===== config.mk =====
export PLATFORM = sky130hd
export DESIGN_NAME = flash_status_write_protect
export DESIGN_NICKNAME = d
export VERILOG_FILES = /design/src/rtl/flash_status_write_protect.v /design/src/rtl/sync2.v
export VERILOG_INCLUDE_DIRS = /design/src /design/src/common
export SDC_FILE = /design/constraint.sdc
export NUM_CORES = 1
export LEC_CHECK = 0
export ABC_AREA = 0
export BUFFER_PORTS_ARGS = -buffer_cell sky130_fd_sc_hd__buf_2
export CAP_MARGIN = 10
export CORE_UTILIZATION = 45
export DETAILED_ROUTE_END_ITERATION = 7
export PLACE_DENSITY = 0.65
export SYNTH_ARGS = -nofsm -noshare
export SYNTH_HDL_FRONTEND = slang
export SYNTH_HIERARCHICAL = 1
export SYNTH_SLANG_ARGS = --single-unit

===== constraint.sdc =====
create_clock -name clk -period 2.5 [get_ports clk]
set_input_delay 0.25 -clock clk [delete_from_list [all_inputs] [get_ports clk]]
set_output_delay 0.25 -clock clk [all_outputs]
set_load 0.02 [all_outputs]

===== src/common/flash_status_defines.vh =====
/*
  Constants for the serial flash status register and write-permission block:
  field positions, instruction codes, frame lengths and timing.
  Assumes inclusion by bare name from design files.
*/
`ifndef FLASH_STATUS_DEFINES_VH
`define FLASH_STATUS_DEFINES_VH

// ----------------------------------------------------------------
// Status register fields
// ----------------------------------------------------------------
`define SR_BUSY_BIT      0
`define SR_WPL_BIT       1
`define SR_PL_LSB        2
`define SR_PL_MSB        5
`define SR_QUAD_BIT      6
`define SR_LOCK_BIT      7
`define SR_NV_LSB        2
`define SR_NV_MSB        7
`define SR_RESET         8'h00

// ----------------------------------------------------------------
// Instruction codes
// ----------------------------------------------------------------
`define CMD_SET_WPL      8'h06
`define CMD_CLR_WPL      8'h04
`define CMD_STATUS_WR    8'h01
`define CMD_STATUS_RD    8'h05
`define CMD_FUNC_RD      8'h48
`define CMD_EXT_RD       8'h81
`define CMD_RESET_EN     8'h66
`define CMD_RESET        8'h99
`define CMD_SUSPEND      8'h75
`define CMD_PAGE_PROG    8'h02
`define CMD_QPROG_A      8'h32
`define CMD_QPROG_B      8'h38
`define CMD_SECT_ER_A    8'hd7
`define CMD_SECT_ER_B    8'h20
`define CMD_BLK32_ER     8'h52
`define CMD_BLK64_ER     8'hd8
`define CMD_ARRAY_ER_A   8'hc7
`define CMD_ARRAY_ER_B   8'h60
`define CMD_FUNC_WR      8'h42
`define CMD_NV_RP        8'h65
`define CMD_NV_ERP       8'h85
`define CMD_IR_ERASE     8'h64
`define CMD_IR_PROG      8'h62
`define CMD_BOOT_WR      8'h15

// ----------------------------------------------------------------
// Frame lengths in serial clock edges
// ----------------------------------------------------------------
`define CNT_W            6
`define CNT_MAX          6'h3f
`define CMD_BITS         6'h08
`define WR_DATA_BITS     6'h10
`define ADDR_BITS        6'h20
`define CMD_LAST         6'h07
`define DATA_LAST        6'h0f
`define ADDR_LAST        6'h1f
`define BLK_MSB          19
`define BLK_LSB          16

// ----------------------------------------------------------------
// Timing
// ----------------------------------------------------------------
`define CLK_PERIOD_NS    10
`define NV_OP_TIME_NS    50000
`define OP_CNT_W         16

`endif


===== src/rtl/flash_status_write_protect.v =====
/*
  Status register and write-permission logic of a serial flash behind an SPI
  mode-0 slave port, oversampled by clk. Program, erase and register writes
  are handed to the array as a start pulse; the busy time is timed here.
  Assumes sck is well below clk/4 and srst acts as power-on.
*/
//
// Behaviour
// - Eight-bit status: busy, write latch, four protect bits, quad, lock; reset zero.
// - Busy reads one during program, erase or register write; clears at end.
// - While busy only status reads and resets are taken.
// - Write latch set by its set command, cleared by clear command, reset or op end.
// - Write latch clears automatically when any write operation finishes.
// - Program and erase commands are inhibited unless the write latch is set.
// - Non-volatile register and info-row commands also need the write latch.
// - Volatile read-register settings need no write latch.
// - Protect level selects a region; program or erase inside it is inhibited.
// - Whole-array erase ignored when any protect bit is nonzero.
// - Protect, quad and lock bits change only by status write; srst zeroes them, software and pin resets keep them.
// - Lock set with protect pin low makes status write ignored.
// - Quad bit off: protect and hold pins are control; on: data lines.
// - Status read returns the whole status register.
// - Quad bit or quad-command mode disables the hold/reset select bit.
`include "flash_status_defines.vh"
`timescale 1ns/1ps
`default_nettype none

module flash_status_write_protect #(
  parameter [`OP_CNT_W-1:0] OP_CYCLES =
    (`NV_OP_TIME_NS + `CLK_PERIOD_NS - 1) / `CLK_PERIOD_NS
) (
  input  wire        clk,
  input  wire        srst,
  input  wire        sck,
  input  wire        cs_n,
  input  wire        si,
  input  wire        wp_n,
  input  wire        hold_n,
  input  wire        hold_reset_select_bit,
  input  wire        quad_cmd_mode,
  output reg         so,
  output reg         so_oe,
  output wire [7:0]  status_register,
  output wire        busy_flag,
  output wire        write_permit_latch,
  output wire        quad_pins_on,
  output wire        hold_pause,
  output wire        pin_reset_req,
  output reg         array_op_start,
  output reg  [7:0]  array_op_code,
  output reg  [23:0] array_op_addr
);

  // ----------------------------------------------------------------
  // Pin synchronisers and edge detection
  // ----------------------------------------------------------------
  wire [4:0] pins_s;
  reg        sck_d_r;
  reg        cs_d_r;

  // Sck enters inverted so the synchroniser's reset level is its idle low
  sync2 #(.W(5)) u_sync (
    .clk  (clk),
    .srst (srst),
    .d    ({hold_n, wp_n, si, cs_n, ~sck}),
    .q    (pins_s)
  );

  wire sck_s    = ~pins_s[0];
  wire cs_s     = pins_s[1];
  wire si_s     = pins_s[2];
  wire wp_s     = pins_s[3];
  wire hold_s   = pins_s[4];
  wire sck_rise = sck_s & ~sck_d_r;
  wire sck_fall = ~sck_s & sck_d_r;
  wire cs_end   = cs_s & ~cs_d_r;

  // ----------------------------------------------------------------
  // Status bits
  // ----------------------------------------------------------------
  reg                  busy_r;
  reg                  wpl_r;
  reg  [5:0]           nv_r;
  reg  [`OP_CNT_W-1:0] op_cnt_r;
  reg                  rst_arm_r;

  localparam [7:0] SR_RST = `SR_RESET;

  assign status_register    = {nv_r, wpl_r, busy_r};
  assign busy_flag          = busy_r;
  assign write_permit_latch = wpl_r;

  wire [3:0] prot_lvl = status_register[`SR_PL_MSB:`SR_PL_LSB];
  wire       qe       = status_register[`SR_QUAD_BIT];
  wire       lock     = status_register[`SR_LOCK_BIT];
  assign quad_pins_on = qe;

  // pins as data lines when quad set
  wire wp_low   = ~qe & ~wp_s;
  wire sr_locked = lock & wp_low;

  // select bit ignored in quad use
  wire ctl_pins = ~qe & ~quad_cmd_mode;
  assign hold_pause    = ctl_pins & ~hold_reset_select_bit & ~hold_s & ~cs_s;
  assign pin_reset_req = ctl_pins & hold_reset_select_bit & ~hold_s;

  // ----------------------------------------------------------------
  // Serial frame capture
  // ----------------------------------------------------------------
  reg [`CNT_W-1:0] bit_cnt_r;
  reg [31:0]       shift_r;
  reg [7:0]        cmd_r;
  reg [7:0]        wdata_r;
  reg [23:0]       addr_r;

  always @(posedge clk)
  begin
    if (srst)
    begin
      sck_d_r   <= 1'b0;
      cs_d_r    <= 1'b1;
      bit_cnt_r <= {`CNT_W{1'b0}};
      shift_r   <= 32'h0000_0000;
      cmd_r     <= 8'h00;
      wdata_r   <= 8'h00;
      addr_r    <= 24'h00_0000;
      so        <= 1'b0;
      so_oe     <= 1'b0;
    end
    else
    begin
      sck_d_r <= sck_s;
      cs_d_r  <= cs_s;
      if (cs_s)
      begin
        bit_cnt_r <= {`CNT_W{1'b0}};
        so_oe     <= 1'b0;
        if (!cs_end)
          cmd_r <= 8'h00;
      end
      else
      begin
        if (sck_rise)
        begin
          shift_r <= {shift_r[30:0], si_s};
          if (bit_cnt_r != `CNT_MAX)
            bit_cnt_r <= bit_cnt_r + 1'b1;
          if (bit_cnt_r == `CMD_LAST)
            cmd_r <= {shift_r[6:0], si_s};
          if (bit_cnt_r == `DATA_LAST)
            wdata_r <= {shift_r[6:0], si_s};
          if (bit_cnt_r == `ADDR_LAST)
            addr_r <= {shift_r[22:0], si_s};
        end
        // live status shifted out MSB first
        if (sck_fall && cmd_r == `CMD_STATUS_RD && bit_cnt_r >= `CMD_BITS)
        begin
          so    <= status_register[3'h7 - bit_cnt_r[2:0]];
          so_oe <= 1'b1;
        end
      end
    end
  end

  // ----------------------------------------------------------------
  // Protected region lookup
  // ----------------------------------------------------------------
  function prot_hit;
    input [3:0] lvl;
    input [3:0] blk;
    begin
      case (lvl)
        4'h0:    prot_hit = 1'b0;
        4'h1:    prot_hit = (blk >= 4'hf);
        4'h2:    prot_hit = (blk >= 4'he);
        4'h3:    prot_hit = (blk >= 4'hc);
        4'h4:    prot_hit = (blk >= 4'h8);
        4'hb:    prot_hit = (blk <= 4'h7);
        4'hc:    prot_hit = (blk <= 4'h3);
        4'hd:    prot_hit = (blk <= 4'h1);
        4'he:    prot_hit = (blk == 4'h0);
        4'hf:    prot_hit = 1'b0;
        default: prot_hit = 1'b1;
      endcase
    end
  endfunction

  // ----------------------------------------------------------------
  // Command decode at end of frame
  // ----------------------------------------------------------------
  wire len_cmd  = (bit_cnt_r == `CMD_BITS);
  wire len_data = (bit_cnt_r >= `WR_DATA_BITS);
  wire len_addr = (bit_cnt_r >= `ADDR_BITS);

  wire is_array = (cmd_r == `CMD_PAGE_PROG) || (cmd_r == `CMD_QPROG_A) ||
                  (cmd_r == `CMD_QPROG_B)   || (cmd_r == `CMD_SECT_ER_A) ||
                  (cmd_r == `CMD_SECT_ER_B) || (cmd_r == `CMD_BLK32_ER) ||
                  (cmd_r == `CMD_BLK64_ER);
  wire is_whole = (cmd_r == `CMD_ARRAY_ER_A) || (cmd_r == `CMD_ARRAY_ER_B);
  wire is_nvreg = (cmd_r == `CMD_FUNC_WR) || (cmd_r == `CMD_NV_RP) ||
                  (cmd_r == `CMD_NV_ERP)  || (cmd_r == `CMD_IR_ERASE) ||
                  (cmd_r == `CMD_IR_PROG) || (cmd_r == `CMD_BOOT_WR);

  wire in_prot = prot_hit(prot_lvl, addr_r[`BLK_MSB:`BLK_LSB]);

  wire go_array = wpl_r & is_array & len_addr & ~in_prot;
  // whole-array erase only with all protect bits clear
  wire go_whole = wpl_r & is_whole & len_cmd & (prot_lvl == 4'h0);
  wire go_nvreg = wpl_r & is_nvreg & len_cmd;
  wire go_sr    = wpl_r & (cmd_r == `CMD_STATUS_WR) & len_data & ~sr_locked;
  wire go_reset = rst_arm_r & (cmd_r == `CMD_RESET) & len_cmd;
  // volatile read settings fall through untouched
  wire start_op = go_array | go_whole | go_nvreg | go_sr;

  // ----------------------------------------------------------------
  // Status update, busy timer and array hand-off
  // ----------------------------------------------------------------
  always @(posedge clk)
  begin
    if (srst)
    begin
      busy_r         <= 1'b0;
      wpl_r          <= 1'b0;
      nv_r           <= SR_RST[`SR_NV_MSB:`SR_NV_LSB];
      op_cnt_r       <= {`OP_CNT_W{1'b0}};
      rst_arm_r      <= 1'b0;
      array_op_start <= 1'b0;
      array_op_code  <= 8'h00;
      array_op_addr  <= 24'h00_0000;
    end
    else
    begin
      array_op_start <= 1'b0;
      if (pin_reset_req || (cs_end && go_reset))
      begin
        busy_r    <= 1'b0;
        wpl_r     <= 1'b0;
        op_cnt_r  <= {`OP_CNT_W{1'b0}};
        rst_arm_r <= 1'b0;
      end
      else if (busy_r)
      begin
        // only reset is acted on here while busy
        if (cs_end)
          rst_arm_r <= (cmd_r == `CMD_RESET_EN) & len_cmd;
        // busy ends when the operation time runs out
        if (op_cnt_r == {`OP_CNT_W{1'b0}})
        begin
          busy_r <= 1'b0;
          wpl_r  <= 1'b0;
        end
        else
          op_cnt_r <= op_cnt_r - 1'b1;
      end
      else if (cs_end)
      begin
        rst_arm_r <= (cmd_r == `CMD_RESET_EN) & len_cmd;
        // latch changed only by its own commands
        if (cmd_r == `CMD_SET_WPL && len_cmd)
          wpl_r <= 1'b1;
        if (cmd_r == `CMD_CLR_WPL && len_cmd)
          wpl_r <= 1'b0;
        // data bits one and zero dropped
        if (go_sr)
          nv_r <= wdata_r[`SR_NV_MSB:`SR_NV_LSB];
        if (start_op)
        begin
          busy_r         <= 1'b1;
          op_cnt_r       <= OP_CYCLES - 1'b1;
          array_op_start <= 1'b1;
          array_op_code  <= cmd_r;
          array_op_addr  <= addr_r;
        end
      end
    end
  end

endmodule

`default_nettype wire


===== src/rtl/sync2.v =====
/*
  Two flip-flop synchroniser for a group of independent pin levels.
  Assumes each bit is a slow level or is oversampled by clk.
*/
`timescale 1ns/1ps
`default_nettype none

module sync2 #(
  parameter W = 1
) (
  input  wire         clk,
  input  wire         srst,
  input  wire [W-1:0] d,
  output reg  [W-1:0] q
);

  reg [W-1:0] meta_r;

  always @(posedge clk)
  begin
    if (srst)
    begin
      meta_r <= {W{1'b1}};
      q      <= {W{1'b1}};
    end
    else
    begin
      meta_r <= d;
      q      <= meta_r;
    end
  end

endmodule

`default_nettype wire


==> summary.md <==
| Metric | Value |
|---|---|
| Outcome | finished, final reports clean |
| Final GP Congestion | 0.9211 |
| Antenna-violating nets left | 0 |
| Global Route Usage Sum | 0.2221 |
| Diode count | 0 |
| Inst Count DP | slightly below 900 |
| Critical path's most frequent cell | or4_4 |
| Leakage | 2.530 nW |
| GR Overflow Total | 0 |
| Hold wc startpoint | sck |
| CTS tree | done |
| Seq/Total Area, Yosys | 0.4897 |
| Die area | between 10000 and 15000 um2 |
| Max-cap violations | 0 |
| Initial drt markers | approximately 410 |
| Number of global-route vias before repair | 4598 |
| Synth area leaders | dfxtp_1, a21oi_1, nand2_1, nand3_1, o21ai_0 |
| Synth Instances | 670 |
| Number of top-level pins | 57 |
| Leading area contributor after synthesis | dfxtp_1 |
| IO Port Bufs | 56 |
| Final hold vios | 0 |
| Setup TNS | 0 ns |
| DRT Pass-1 Iters | 5 |
| Detailed-route DRC error count | 0 |
| Chip height | around 110 um |
| R2r setup slk | roughly 0.095 ns |
| CTS sink count | 139 |
| Slew headroom | 0.2463 |
| Period Utilization, post-route | 0.9619 |
| Post-CTS setup buffer count | 0 |
| Final Non-Filler Cells | between 900 and 1k |
| Fin crit period | between 2 and 2.5 ns |
| H-tree Lvls | 4 |
| Die W | 114.4 um |
| Area grow syn2layout | 21.86% |
| Hold Path Class | in2reg |
| RSZ-0062 raised after global routing | false |
| Crit end category | register |
| Max FO, Critical Path | 8 |
| Fmax | between 0.4 and 0.5 GHz |
| Grt met3 use | 0.04870 |
| Root Buffer | clkbuf_16 |
| Clock Latency Late Sink | around 0.42 ns |
| Largest net degree at the start of global routing | 105 |
| Top Usage Layer GRT | met2 |
| Vias per inst | roughly 5.5 |
| Fin Hold WS | 0.06730 ns |
| Cell Area, Synth | between 5000 and 6000 um2 |
| Share of synthesized flip-flops with an asynchronous set or reset | 0 |
| Syn Area/Cell | between 8 and 9 um2 |
| DP HPWL | 9317 um |
| Initial Util | 0.4673 |
| # nets final | about 750 |
| WP data required | roughly 2.9 ns |
| Max Clock Skew | 0.006832 ns |
| First-pass GRT wire length | 22500 um |
| Grt met2 use | 0.3366 |
| Worst path arrival time | 2.76 ns |
| CTS max path bufs | 2 |
| Slew Viols, Final | 0 |
| CP peak stage delay | between 0.5 and 0.6 ns |
| Worst reg2reg startpoint | op_cnt_r[3]$_SDFFE_PP0P_ |
| Kind of critical path | reg2reg |
| Top cell type's share of synthesized area | 0.4897 |
| Pwr/cell area | ~680 nW/um2 |
| Synthesized Nets | between 600 and 700 |
| Hold Path End | u_sync/meta_r[0]$_SDFF_PP1_ |
| Worst hold stages | 3 |
| Core Area | roughly 12000 um2 |
| R2R cell count | 6 |
| Register bit total from synthesis | 139 |
| TritonCTS Buffers | 17 |
| Reg2reg end | op_cnt_r[14]$_SDFFE_PP0P_ |
| Post-synth EDFFs | 0 |
| Layout cell share with drive strength beyond 1 | 0.1949 |
| Worst slew pin tran | ~1.1 ns |
| Reg clk slew, reported paths | 0.06 ns |
| Total vias in the final route | around 5k |
| Synth cell types | a little under 60 |
| Synth warnings | 6 |
| CP Launch Type | register |
| Initial antenna violation count | 0 |
| CP max stage cell | or4_4 |
| Setup violators final | 0 |
| Drt total wl | around 14000 um |
| CP Cell Sequence | or4_4 -> or4_4 -> o31a_1 -> a211o_4 -> a31o_1 -> a21oi_2 |
| Post-DR wirelength/cell | roughly 15 um |
| Met1 Use GR | 0.3090 |
| # rows | 40 |
| Peak VDD IR | ~670 uV |
| Ys flop type | dfxtp_1 |
[logic make-up (layout without fill, tap and decap cells)]
logic type,after synthesis,after routing,share of synthesized area
buffers and inverters,58,137,0.04249
AND/OR/NAND/NOR,274,274,0.2332
XOR/XNOR,16,16,0.02466
AO/OA/AOI/OAI,164,164,0.1711
multiplexers,17,17,0.03456
flip-flops,139,139,0.4897
adder cells (fa/ha/maj),2,2,0.004403
[power by group]
group          switching [mW]  internal (mW)  leakage (nW)
sequential            0.00543           2.22          1.12
clock                   0.963           1.47         0.285
combinational          0.0493         0.0206          1.12
[per-stage QoR]
stage / total power [mW] / worst slack [ns] / utilization / instance area, um2
CTS: 4.784 / 0.04586 / 0.5667 / 6892
floorplan: 2.320 / 0.1650 / - / 5683
global placement: 2.341 / 0.1003 / 0.5162 / 6277
finish: 4.733 / 0.09524 / 0.5694 / 6925
global route: 4.884 / 0.002393 / 0.5694 / 6925
detailed placement: 2.342 / 0.06377 / 0.5162 / 6277
[synth_stat cells, types with 2 or more instances]
cell type  count
and3_1         3
a211oi_1       3
and4b_1        2
xnor2_1       10
nand2b_1       4
buf_4          3
and4_1         3
ha_1           2
inv_1          8
clkbuf_1      36
a31oi_1        4
and2_1         2
nand2_1      107
or4_4          2
mux4_2         2
a22o_1         8
nor4b_1        2
o211ai_1       2
nor3b_1        6
nor4_1        11
or2_1         11
a311oi_1       4
or3_1          4
o31ai_1        3
mux2i_1       14
dfxtp_1      139
nand3_1       38
nor3_1        15
buf_2         10
a21oi_1       90
or4_1          3
nand4_1        2
o21ai_0       37
xor2_1         6
nor2b_1        3
nor2_1        48
nand4b_1       2
[final cells by class]
| class | instances | area, um2 |
|---|---|---|
| fill | 1116 | 5236 |
| timing repair buffer | 97 | 626.9 |
| clock inverter | 14 | 145.1 |
| clock buffer | 18 | 429.2 |
| sequential | 139 | 2784 |
| multi-input combinational | 473 | 2700 |
| inverter | 8 | 30.03 |
| tap | 168 | 210.2 |
[worst max path at each step]
stage | slack [ns] | endpoint | start
final | 0.1 | op_cnt_r[14]$_SDFFE_PP0P_ | op_cnt_r[3]$_SDFFE_PP0P_
after global routing | 0.002 | array_op_code[7]$_SDFFE_PP0P_ | cmd_r[2]$_SDFFE_PP0P_
after CTS | 0.05 | op_cnt_r[1]$_SDFFE_PP0P_ | op_cnt_r[3]$_SDFFE_PP0P_
after detailed placement | 0.06 | op_cnt_r[1]$_SDFFE_PP0P_ | op_cnt_r[3]$_SDFFE_PP0P_
after global placement | 0.10 | op_cnt_r[14]$_SDFFE_PP0P_ | op_cnt_r[3]$_SDFFE_PP0P_
after floorplan | 0.16 | op_cnt_r[14]$_SDFFE_PP0P_ | op_cnt_r[3]$_SDFFE_PP0P_
[flip-flops by register name (all words and copies together) (netlist names), 8 cells and up]
name           count
addr_r            24
array_op_addr     24
array_op_code      8
cmd_r              8
op_cnt_r          16
shift_r           23
[repair_timing]
| item | CTS | global route |
|---|---|---|
| hold buffers | 4 | 0 |
| gates resized for setup | 0 | 8 |
| setup endpoints to repair | 0 | 42 |
| endpoints found under the hold margin | 4 | 0 |
[critical path, delay by kind of cell, from the launching register on]
kind	cells	cell delay (ns)
simple gates	2	1.04
compound gates	4	0.96
flops	1	0.33
[layout by cell type (no fill, tap or decap), types with 4 or more instances in the layout]
cell type      instances
buf_4                 34
dlygate4sd3_1          4
xor2_1                 6
nor4_1                11
a31oi_1                4
clkinv_2               5
mux2i_1               14
a22o_1                 8
nand3_1               38
nor3b_1                6
clkbuf_16             17
dfxtp_1              138
nor2_1                47
nor3_1                13
buf_2                 56
inv_1                  8
xnor2_1               10
a21oi_1               89
or2_1                 11
inv_6                  4
o21ai_0               37
nand2_1              107
nand2b_1               4
[routing by layer]
layer / routed length [um] / vias to the layer above
li1: - / 2480
met1: 6752 / 2374
met2: 6223 / 131
met3: 688 / 23
met4: 244 / 0
met5: 0 / -
Note: power is estimated with default switching activity, not from simulation.
